--- src/rtl/ehrp_consts.svh ---
// Byte codes and sizes of the emulator-host record protocol
`ifndef EHRP_CONSTS_SVH
`define EHRP_CONSTS_SVH
`define EHRP_CH_BSL 8'h5C
`define EHRP_CH_CR 8'h0D
`define EHRP_CH_CTRL_MAX 8'h1F
`define EHRP_HDR_WAIT 8'hF0
`define EHRP_HDR_CONIN 8'hF1
`define EHRP_HDR_END 8'hF1
`define EHRP_HDR_RETX 8'hF6
`define EHRP_HDR_INTR 8'hF7
`define EHRP_HDR_REQ 8'hF8
`define EHRP_HDR_REMOTE 8'hF9
`define EHRP_HDR_LOAD_HEX 8'h00
`define EHRP_HDR_VERIFY_HEX 8'h01
`define EHRP_HDR_LOAD_S 8'h02
`define EHRP_HDR_VERIFY_S 8'h03
`define EHRP_HDR_SYMTXT_LO 8'h30
`define EHRP_HDR_SYMTXT_HI 8'h3F
`define EHRP_FIFO_DEPTH 16
`define EHRP_DATA_W 8
`define EHRP_TXT_DEPTH 64
`define EHRP_TXT_AW 6
`endif

--- src/rtl/ehrp_pkg.sv ---
// Types of the emulator-host record protocol engine
package ehrp_pkg;
  typedef enum logic [8:0] {
    ST_IDLE = 9'h001,
    ST_TX_BSL = 9'h002,
    ST_TX_HI = 9'h004,
    ST_TX_LO = 9'h008,
    ST_TX_TXT = 9'h010,
    ST_TX_CR = 9'h020,
    ST_WAIT = 9'h040,
    ST_RX = 9'h080,
    ST_ECHO = 9'h100
  } ehrp_state_type;

  typedef enum logic [2:0] {
    MD_NONE = 3'h1,
    MD_CMD = 3'h2,
    MD_XFER = 3'h4
  } ehrp_mode_type;
endpackage : ehrp_pkg

--- src/rtl/ehrp_engine.sv ---
// Emulator end of the host record protocol: command request and load/verify
`include "ehrp_consts.svh"

// Summary of operation
// - Send wait record before showing prompt.
// - Console exchanges allowed during command wait.
// - Load request header 00 or 02.
// - Verify request header 01 or 03.
// - Accepted record answered with request code F8.
// - Bad record answered with F6; host resends.
// - Interrupt code F7 stops transfer.
// - F1 from host shows prompt during command wait; during transfer it ends the transfer.
// - Symbolic text header 30..3F.
module ehrp_engine (
  input wire logic core_clk,
  input wire logic rst,
  input wire logic cmd_start,
  input wire logic [7:0] cmd_header,
  input wire logic [7:0] txt_data,
  input wire logic txt_valid,
  output logic txt_ready,
  input wire logic txt_last,
  output logic cmd_busy,
  input wire logic rec_result_valid,
  input wire logic rec_result_bad,
  input wire logic xfer_abort,
  output logic [7:0] tx_data,
  output logic tx_valid,
  input wire logic tx_ready,
  input wire logic [7:0] rx_data,
  input wire logic rx_valid,
  output logic rx_ready,
  output logic [7:0] con_data,
  output logic con_valid,
  input wire logic con_ready,
  output logic prompt_pulse,
  output logic exec_pulse,
  output logic [7:0] obj_data,
  output logic obj_valid,
  output logic obj_last,
  output logic xfer_done,
  output logic xfer_aborted,
  output logic symtxt_hdr
);
  typedef struct packed {
    ehrp_pkg::ehrp_state_type state;
    ehrp_pkg::ehrp_mode_type mode;
    logic [7:0] hdr;
    logic has_txt;
    logic [1:0] rx_pos;
    logic [7:0] rx_hdr;
    logic rx_is_obj;
    logic rx_ctrl_err;
    logic [`EHRP_TXT_AW-1:0] cmd_len;
    logic [`EHRP_TXT_AW-1:0] echo_pos;
    logic [7:0] obj_data;
    logic obj_valid;
    logic obj_last;
    logic prompt;
    logic exec;
    logic done;
    logic aborted;
  } ehrp_st_type;

  ehrp_st_type st_r;
  ehrp_st_type st_nxt;
  logic [7:0] cmd_buf_r [`EHRP_TXT_DEPTH];
  logic buf_wr;
  logic [7:0] f_data;
  logic f_valid;
  logic f_ready;
  logic [7:0] hex_hi;
  logic [7:0] hex_lo;

  // Hex digit to ASCII
  function automatic logic [7:0] hex_asc(input logic [3:0] n);
    hex_asc = (n < 4'hA) ? (8'h30 + {4'h0, n}) : (8'h37 + {4'h0, n});
  endfunction : hex_asc

  // ASCII hex digit to nibble
  function automatic logic [3:0] asc_hex(input logic [7:0] c);
    asc_hex = (c >= 8'h41) ? 4'((c - 8'h37)) : 4'((c - 8'h30));
  endfunction : asc_hex

  // Incoming bytes buffered so a console stall backs up the host link
  ehrp_fifo #(.WIDTH(`EHRP_DATA_W), .DEPTH(`EHRP_FIFO_DEPTH)) u_fifo (
    .core_clk(core_clk),
    .rst(rst),
    .in_data(rx_data),
    .in_valid(rx_valid),
    .in_ready(rx_ready),
    .out_data(f_data),
    .out_valid(f_valid),
    .out_ready(f_ready)
  );

  assign hex_hi = hex_asc(st_r.hdr[7:4]);
  assign hex_lo = hex_asc(st_r.hdr[3:0]);
  assign buf_wr = (st_r.state == ehrp_pkg::ST_RX) && f_valid && (st_r.rx_pos == 2'd3)
                  && (f_data != `EHRP_CH_CR) && (st_r.rx_hdr == `EHRP_HDR_REMOTE);

  always_comb begin
    st_nxt = st_r;
    st_nxt.prompt = 1'b0;
    st_nxt.exec = 1'b0;
    st_nxt.done = 1'b0;
    st_nxt.aborted = 1'b0;
    st_nxt.obj_valid = 1'b0;
    st_nxt.obj_last = 1'b0;
    tx_data = 8'h00;
    tx_valid = 1'b0;
    txt_ready = 1'b0;
    f_ready = 1'b0;
    con_data = 8'h00;
    con_valid = 1'b0;
    unique case (st_r.state)
      ehrp_pkg::ST_IDLE: begin
        if (cmd_start) begin
          // Header picks mode: F0 starts a command wait, any other header a transfer
          st_nxt.hdr = cmd_header;
          st_nxt.has_txt = 1'b1;
          st_nxt.state = ehrp_pkg::ST_TX_BSL;
          st_nxt.mode = (cmd_header == `EHRP_HDR_WAIT) ? ehrp_pkg::MD_CMD : ehrp_pkg::MD_XFER;
        end
      end
      ehrp_pkg::ST_TX_BSL: begin
        tx_data = `EHRP_CH_BSL;
        tx_valid = 1'b1;
        if (tx_ready) begin
          st_nxt.state = ehrp_pkg::ST_TX_HI;
        end
      end
      ehrp_pkg::ST_TX_HI: begin
        tx_data = hex_hi;
        tx_valid = 1'b1;
        if (tx_ready) begin
          st_nxt.state = ehrp_pkg::ST_TX_LO;
        end
      end
      ehrp_pkg::ST_TX_LO: begin
        tx_data = hex_lo;
        tx_valid = 1'b1;
        if (tx_ready) begin
          st_nxt.state = st_r.has_txt ? ehrp_pkg::ST_TX_TXT : ehrp_pkg::ST_TX_CR;
        end
      end
      ehrp_pkg::ST_TX_TXT: begin
        // Filename or prompt text; the last flag only counts with a valid byte, so at least one byte is sent
        tx_data = txt_data;
        tx_valid = txt_valid;
        txt_ready = tx_ready;
        if (txt_valid && tx_ready && txt_last) begin
          st_nxt.state = ehrp_pkg::ST_TX_CR;
        end
      end
      ehrp_pkg::ST_TX_CR: begin
        tx_data = `EHRP_CH_CR;
        tx_valid = 1'b1;
        if (tx_ready) begin
          st_nxt.state = ehrp_pkg::ST_WAIT;
          st_nxt.rx_pos = 2'd0;
          st_nxt.rx_ctrl_err = 1'b0;
          st_nxt.cmd_len = '0;
        end
      end
      ehrp_pkg::ST_WAIT: begin
        if (st_r.mode == ehrp_pkg::MD_XFER && xfer_abort) begin
          st_nxt.hdr = `EHRP_HDR_INTR;
          st_nxt.has_txt = 1'b0;
          st_nxt.state = ehrp_pkg::ST_TX_BSL;
        end else if (st_r.mode == ehrp_pkg::MD_XFER && rec_result_valid) begin
          st_nxt.hdr = rec_result_bad ? `EHRP_HDR_RETX : `EHRP_HDR_REQ;
          st_nxt.has_txt = 1'b0;
          st_nxt.state = ehrp_pkg::ST_TX_BSL;
        end else if (f_valid) begin
          st_nxt.state = ehrp_pkg::ST_RX;
        end
      end
      ehrp_pkg::ST_RX: begin
        f_ready = 1'b1;
        if (f_valid) begin
          if (f_data == `EHRP_CH_CR) begin
            // Record closed; act on what was received
            st_nxt.rx_pos = 2'd0;
            st_nxt.state = ehrp_pkg::ST_WAIT;
            if (st_r.rx_is_obj) begin
              st_nxt.obj_valid = 1'b1;
              st_nxt.obj_last = 1'b1;
              st_nxt.obj_data = st_r.rx_ctrl_err ? 8'hFF : 8'h00;
            end else if (st_r.mode == ehrp_pkg::MD_CMD && st_r.rx_hdr == `EHRP_HDR_CONIN) begin
              st_nxt.prompt = 1'b1;
              st_nxt.mode = ehrp_pkg::MD_NONE;
              st_nxt.state = ehrp_pkg::ST_IDLE;
            end else if (st_r.mode == ehrp_pkg::MD_CMD && st_r.rx_hdr == `EHRP_HDR_REMOTE) begin
              st_nxt.prompt = 1'b1;
              st_nxt.echo_pos = '0;
              st_nxt.state = ehrp_pkg::ST_ECHO;
            end else if (st_r.mode == ehrp_pkg::MD_XFER && st_r.rx_hdr == `EHRP_HDR_END) begin
              st_nxt.done = 1'b1;
              st_nxt.mode = ehrp_pkg::MD_NONE;
              st_nxt.state = ehrp_pkg::ST_IDLE;
            end else if (st_r.mode == ehrp_pkg::MD_XFER && (st_r.rx_hdr == `EHRP_HDR_INTR
                         || st_r.rx_hdr == `EHRP_HDR_REQ)) begin
              st_nxt.aborted = 1'b1;
              st_nxt.mode = ehrp_pkg::MD_NONE;
              st_nxt.state = ehrp_pkg::ST_IDLE;
            end
          end else if (st_r.rx_pos == 2'd0) begin
            st_nxt.rx_is_obj = (f_data != `EHRP_CH_BSL) && (st_r.mode == ehrp_pkg::MD_XFER);
            st_nxt.rx_pos = (f_data == `EHRP_CH_BSL) ? 2'd1 : 2'd3;
            st_nxt.obj_data = f_data;
            st_nxt.obj_valid = st_nxt.rx_is_obj;
          end else if (st_r.rx_pos == 2'd1) begin
            st_nxt.rx_hdr = {asc_hex(f_data), 4'h0};
            st_nxt.rx_pos = 2'd2;
          end else if (st_r.rx_pos == 2'd2) begin
            st_nxt.rx_hdr = {st_r.rx_hdr[7:4], asc_hex(f_data)};
            st_nxt.rx_pos = 2'd3;
          end else begin
            if (st_r.rx_is_obj) begin
              st_nxt.obj_data = f_data;
              st_nxt.obj_valid = 1'b1;
              if (f_data <= `EHRP_CH_CTRL_MAX) begin
                st_nxt.rx_ctrl_err = 1'b1;
              end
            end else if (buf_wr) begin
              st_nxt.cmd_len = st_r.cmd_len + 1'b1;
            end
          end
        end
      end
      ehrp_pkg::ST_ECHO: begin
        con_valid = 1'b1;
        con_data = cmd_buf_r[st_r.echo_pos];
        if (st_r.echo_pos == st_r.cmd_len) begin
          con_valid = 1'b0;
          st_nxt.exec = 1'b1;
          st_nxt.mode = ehrp_pkg::MD_NONE;
          st_nxt.state = ehrp_pkg::ST_IDLE;
        end else if (con_ready) begin
          st_nxt.echo_pos = st_r.echo_pos + 1'b1;
        end
      end
      default: begin
        st_nxt.state = ehrp_pkg::ST_IDLE;
      end
    endcase
  end

  always_ff @(posedge core_clk) begin
    if (rst) begin
      st_r <= '0;
      st_r.state <= ehrp_pkg::ST_IDLE;
      st_r.mode <= ehrp_pkg::MD_NONE;
    end else begin
      st_r <= st_nxt;
    end
    if (buf_wr) begin
      cmd_buf_r[st_r.cmd_len] <= f_data;
    end
  end

  assign cmd_busy = (st_r.state != ehrp_pkg::ST_IDLE);
  assign prompt_pulse = st_r.prompt;
  assign exec_pulse = st_r.exec;
  assign obj_data = st_r.obj_data;
  assign obj_valid = st_r.obj_valid;
  assign obj_last = st_r.obj_last;
  assign xfer_done = st_r.done;
  assign xfer_aborted = st_r.aborted;
  assign symtxt_hdr = (st_r.rx_hdr >= `EHRP_HDR_SYMTXT_LO) && (st_r.rx_hdr <= `EHRP_HDR_SYMTXT_HI);
endmodule : ehrp_engine

--- src/rtl/ehrp_fifo.sv ---
// Parameterised valid/ready FIFO for received host bytes
module ehrp_fifo #(
  parameter int WIDTH = 8,
  parameter int DEPTH = 16,
  parameter int AW = $clog2(DEPTH)
) (
  input wire logic core_clk,
  input wire logic rst,
  input wire logic [WIDTH-1:0] in_data,
  input wire logic in_valid,
  output logic in_ready,
  output logic [WIDTH-1:0] out_data,
  output logic out_valid,
  input wire logic out_ready
);
  typedef struct packed {
    logic [AW-1:0] wp;
    logic [AW-1:0] rp;
    logic [AW:0] cnt;
  } ehrp_fifo_st_type;

  ehrp_fifo_st_type st_r;
  ehrp_fifo_st_type st_nxt;
  logic [WIDTH-1:0] mem_r [DEPTH];
  logic push;
  logic pop;

  assign in_ready = (st_r.cnt != (AW+1)'(DEPTH));
  assign out_valid = (st_r.cnt != '0);
  assign out_data = mem_r[st_r.rp];
  assign push = in_valid && in_ready;
  assign pop = out_valid && out_ready;

  always_comb begin
    st_nxt = st_r;
    if (push) begin
      st_nxt.wp = st_r.wp + 1'b1;
    end
    if (pop) begin
      st_nxt.rp = st_r.rp + 1'b1;
    end
    st_nxt.cnt = st_r.cnt + (AW+1)'(push) - (AW+1)'(pop);
  end

  always_ff @(posedge core_clk) begin
    if (rst) begin
      st_r <= '0;
    end else begin
      st_r <= st_nxt;
    end
    if (push) begin
      mem_r[st_r.wp] <= in_data;
    end
  end
endmodule : ehrp_fifo

--- config.mk ---
export PLATFORM = sky130hd
export DESIGN_NAME = ehrp_engine
export DESIGN_NICKNAME = d
export VERILOG_FILES = /design/src/rtl/ehrp_pkg.sv /design/src/rtl/ehrp_engine.sv /design/src/rtl/ehrp_fifo.sv
export VERILOG_INCLUDE_DIRS = /design/src /design/src/rtl
export SDC_FILE = /design/constraint.sdc
export NUM_CORES = 1
export LEC_CHECK = 0
export CORE_ASPECT_RATIO = 1.1
export CORE_MARGIN = 1.5
export CORE_UTILIZATION = 40
export CTS_BUF_LIST = sky130_fd_sc_hd__clkbuf_4 sky130_fd_sc_hd__clkbuf_8
export DETAILED_ROUTE_END_ITERATION = 10
export DONT_BUFFER_PORTS = 1
export GPL_TIMING_DRIVEN = 0
export MAX_ROUTING_LAYER = met4
export SLEW_MARGIN = 5
export SYNTH_ARGS = -nofsm -noshare
export SYNTH_HDL_FRONTEND = slang
export SYNTH_SLANG_ARGS = --single-unit
--- constraint.sdc ---
create_clock -name core_clk -period 10.1 [get_ports core_clk]
set_input_delay 2.02 -clock core_clk [delete_from_list [all_inputs] [get_ports core_clk]]
set_output_delay 2.02 -clock core_clk [all_outputs]
set_load 0.02 [all_outputs]
After elaboration in Yosys (flattened, before gate mapping). Memory sizes are Yosys's and may differ from the RTL's. A register that Yosys moved wholly into a read port is not among the register bits. Cells that the tools add are included.

Bits in registers: 72. Bits in latches: 0. RAM bits: 640. ROM bits: 0. Output and inout bits: 36. Word-level logic and storage cells: 229. Memories: 2.

$add $sub $neg: 12. Multipliers: 0. Divide/modulo/power cells: 0. Order comparisons: 6. Equal/unequal tests: 55. Shift-type cells: 0. Mux-type cells: 85. Bitwise operators: 5. Reduce and logical (&&, ||, !) cells: 43.

Memories: cmd_buf_r (words 64, bits a word 8, rd ports 1, clocked after Yosys merged registers in 1, write ports 1, RTL line ehrp_engine.sv:67) `` logic [7:0] cmd_buf_r [`EHRP_TXT_DEPTH]; ``; u_fifo.mem_r (words 16, bits a word 8, rd ports 1, clocked after Yosys merged registers in 1, write ports 1, RTL line ehrp_fifo.sv:24) `logic [WIDTH-1:0] mem_r [DEPTH];`.

Operator list (number): 9-bit 2-to-1 mux (16); 9-bit one-hot mux with 9 select lines (1); 12-bit 2-to-1 mux (6); 6-bit 2-to-1 mux (11); 7-bit 2-to-1 mux (6); 8-bit equality test, second input constant (5); 10-bit 2-to-1 mux (4); 8-bit one-hot mux with 5 select lines (1); 2-bit inequality test, second input constant (19); 35-bit 2-to-1 mux (1); 6-bit by 4-bit adder with 7-bit output, first input constant (4); 8-bit 2-to-1 mux (3); 21-bit 2-to-1 mux (1); 9-bit one-hot mux with 2 select lines (1); 9-bit AND reduction (2); 1-bit 2-to-1 mux (17); 1-bit logical AND (16); 16-bit 2-to-1 mux (1); 4-bit 2-to-1 mux (4); 8-bit AND reduction (2); 7-bit one-hot mux with 2 select lines (1); 6-bit by 1-bit adder with 6-bit output, second input constant (2); 3-bit inequality test, second input constant (4); 6-bit one-hot mux with 2 select lines (1); other kinds (57) (77).

Depth between registers and ports, before layout.
Depth after elaboration: 15. Depth in mapped cells: 15. Mapped depth without buffers: 14.

Hierarchy. From an unflattened synthesis, not the netlist that was laid out.

Cells, all modules: 1707. Area, all modules: 29533.3 µm².

By module, submodules not included: ehrp_engine (instances 1, cells each 1399, area an instance 23722.8 µm²); ehrp_fifo (instances 1, cells each 308, area an instance 5810.6 µm²).

Worst setup path before layout. No wires, ideal clock.

Kind: flip-flop to output port. Start point: register with a tool-made name. End point: output port con_data[0]. Arrival time: 3.022 ns. Slack: 5.058 ns. Stages on the path, launching flop included: 7. Path buffers: 2. Cell sequence: dfxtp_1 > clkbuf_1 > buf_1 > mux4_2 > mux4_2 > mux4_2 > nor2b_1.

RTL lines: end, declared (RTL line ehrp_engine.sv:33) `output logic [7:0] con_data,`.

==> results_dict.tcl <==
set metrics [dict create \
    worstPathArrival_ns 4.64 \
    dp_cells 2552 \
    fin_crit_sh_pct 66.0 \
    ys_top_cells_by_area "edfxtp_1, mux4_2, dfxtp_1, nor2_1, mux4_1" \
    crit_top_cell "mux4_2" \
    finClkSkew_ns 0.0367 \
    netlist_instances 1600 \
    fin_crit_ns 6.66 \
    worstSetupPathType "reg -> out" \
    finalSetupViolations 0 \
    p_int_mw 4.85 \
    post_cts.repair.setup_buffers 0 \
    dieArea_um2 74800 \
    yosys.area_share.adder_pct 1.05 \
    crit_required_ns 8.08 \
    synth_edf_count 640 \
    endpoint_kind "output pin" \
    hold_ws_ns 0.486 \
    avgViaCountPerCell 5.59 \
    drtIter0Drc 1396 \
    insertion_delay_ns 0.72 \
    p_comb_share_pct 6.3 \
    rsz0062_at_grt "no" \
    cts_resized 0 \
    clk_pin_slew_ns 0.06 \
    dpl.hpwl_mm 44.4 \
    leakagePower_nw 10.1 \
    start_util_pct 40.6 \
    ys_seq_area_share_pct 71.3 \
    critPathMaxFanout 10 \
    grt_overflow 0 \
    drive_gt1_share_pct 23.0 \
    fin_nets 1778 \
    grt_start_max_net_pins 71 \
    netSwitchingFraction_pct 23.2 \
    syn_area_per_cell_um2 18.3 \
    synthDistinctLibCells 76 \
    path_cells "clkbuf_1 > buf_1 > mux4_2 > mux4_2 > mux4_2 > nor2b_1" \
    synth-compound-area-share_pct 3.93 \
    die_y_um 287 \
    yosys.area_share.simple_pct 5.67 \
    ioPinCount 71 \
    relSlewSlack_pct 17.9 \
    max_cap_viol_count 0 \
    cts-htree-levels 3 \
    clockPowerShare_pct 39.9 \
    portBuffers 0 \
    routedWlPerCell_um 24.6 \
    synth_xor_area_share_pct 0.568 \
    drc 0 \
    finalHoldViolCount 0 \
    synthMuxAreaShare_pct 15.7 \
    syn_area_um2 29300 \
    worst_setup_path_start_kind "flip-flop" \
    grt_pass1_vias 15862 \
    fin_setup_tns_ns 0 \
    num_rows 103 \
    fillerInstances 6231 \
    cpMaxStageDelayCell "clkbuf_1" \
    power_frac_seq_pct 53.8 \
    setup_ws_ns 3.44 \
    ir_drop_mv 0.119 \
    cts_sinks 722 \
    cts_buffer_depth 3 \
    outcome "completed" \
    min_path_type "reg -> reg" \
    power_density_nw_per_um2 192 \
    yosysMostFrequentCell "edfxtp_1" \
    drt_wl_total_mm 68.0 \
    tritoncts "done" \
    synth-main-ff-cell "edfxtp_1" \
    report.final.slew_viol_count 0 \
    ys_warn_count 0 \
    grt_usage_pct 19.1 \
    p_switching_mw 1.47 \
    fmax_ghz 0.150 \
    num_vias 15435 \
    grt_antenna_before_repair 5 \
    worstMarginPinSlew_ns 1.23 \
    grt_pass1_wl_mm 101 \
    synth_top_family_by_area "multiplexers" \
    holdBufCountCts 0 \
    synthTopCellsByCount "edfxtp_1, mux4_2, nor2_1, dfxtp_1, a21oi_1" \
    syn_nets 1659 \
    finalPower_mw 6.32 \
    async_reset_ff_share_pct 0 \
    cts_buffers 110 \
    synthToLayoutAreaGrowth_pct 12.5 \
    die_w_um 261 \
    drtPass1Iterations 6 \
    place.gp.congestion 0.896 \
    cpPeakStageDelay_ns 0.82 \
    cts-root-buf "clkbuf_8" \
    yosys_register_bits 722 \
    fin_cells 2761 \
    synth_area_leader_cell "edfxtp_1" \
    coreArea_um2 72200 \
    dp_slack_ns 3.90 \
    yosysTopAreaCellShare_pct 65.6 \
    detail-route-antenna-nets 0 \
]
[metal layers]
metal	global-route usage (%)	up-vias	part of all wire (%)
li1	-	6766	-
met1	24.4	8023	41
met5	-	-	0
met2	30.9	522	50
met3	3.10	124	5.4
met4	6.59	0	2.7
[layout make-up]
| class | instances | area [um^2] | area share [%] |
|---|---|---|---|
| Timing Repair Buffer | 7 | 90.1 | 0.273 |
| Tap cell | 945 | 1180 | 3.59 |
| Inverter | 40 | 150 | 0.456 |
| Antenna cell | 1 | 2.50 | 0.00760 |
| Clock inverter | 72 | 583 | 1.77 |
| Sequential cell | 722 | 20900 | 63.3 |
| Multi-Input combinational cell | 752 | 7940 | 24.1 |
| Clock buffer | 136 | 1730 | 5.26 |
| Buffer | 86 | 394 | 1.20 |
[layout by cell type, fill, tap and decap left out, types with 5 or more instances in the layout]
cell type	n
clkinv_2	20
a22oi_1	12
nor4_1	6
buf_1	18
a221oi_1	8
o311ai_0	6
nand4_1	12
buf_2	6
clkbuf_8	114
mux4_2	188
a21oi_1	61
nor2_1	124
dfxtp_1	82
xnor2_1	8
nand3b_1	5
nand3_1	20
or2_2	7
clkbuf_1	50
xor2_1	11
edfxtp_1	640
clkinv_1	35
buf_4	12
and2_1	13
bufinv_16	9
nor2b_1	18
ha_1	23
nand2b_1	6
a31oi_1	8
nand2_1	53
nor3_1	12
a21o_1	5
mux4_1	12
and3_1	6
or3_1	7
or4_1	8
nor3b_1	7
clkbuf_4	22
o21ai_0	31
inv_1	38
[stage by stage]
step	utilization [%]	cell area, um^2
floorplan	-	29300
global placement	42.2	30500
detailed placement	42.4	30600
CTS	45.6	32900
global route	45.6	32900
finish	45.6	32900
[sequential cells by signal, summed over array words and instances, names as in the netlist, named ones only]
signal	cells
prompt_pulse	1
u_fifo.st_r	13
obj_last	1
xfer_done	1
exec_pulse	1
obj_data	8
st_r	45
xfer_aborted	1
cmd_buf_r	512
u_fifo.mem_r	128
obj_valid	1
[logic make-up (layout without fill, tap and decap cells)]
group,after synthesis,in the layout
DFF,722,722
and+or+nand+nor,330,330
muxes,204,204
AOI/OAI and AO/OA,175,175
buffers and inverters,126,341
adders and majority gates,24,24
xor gates and xnor gates,19,19
other,0,1
[path summary, 6_finish.rpt]
check / from / end / slack (ns) / cells after the start
worst min register to register: obj_data[6] / obj_data[6] / 0.49 / 2
worst min-delay path: obj_data[6] / obj_data[6] / 0.49 / 2
worst max-delay path: flip-flop / con_data[6] / 3.44 / 6
worst max register to register: flip-flop / cmd_buf_r[62][5] / 3.75 / 13
[critical path: cells and delay by family (launching register included)]
kind                   cells  cell delay (ns)
buffers and inverters      2             1.56
DFF                        1             0.37
and+or+nand+nor            1             0.24
muxes                      3             1.75
[power by group through the flow]
stage | combinational [mW] | clock [mW] | sequential [mW]
3_3_place_gp | 0.368 | 0 | 3.47
6_report | 0.399 | 2.52 | 3.40
4_1_cts | 0.405 | 2.58 | 3.40
2_1_floorplan | 0.252 | 0 | 3.45
3_5_place_dp | 0.404 | 0 | 3.46
5_1_grt | 0.441 | 2.71 | 3.40
(Power assumes the default switching activity.)
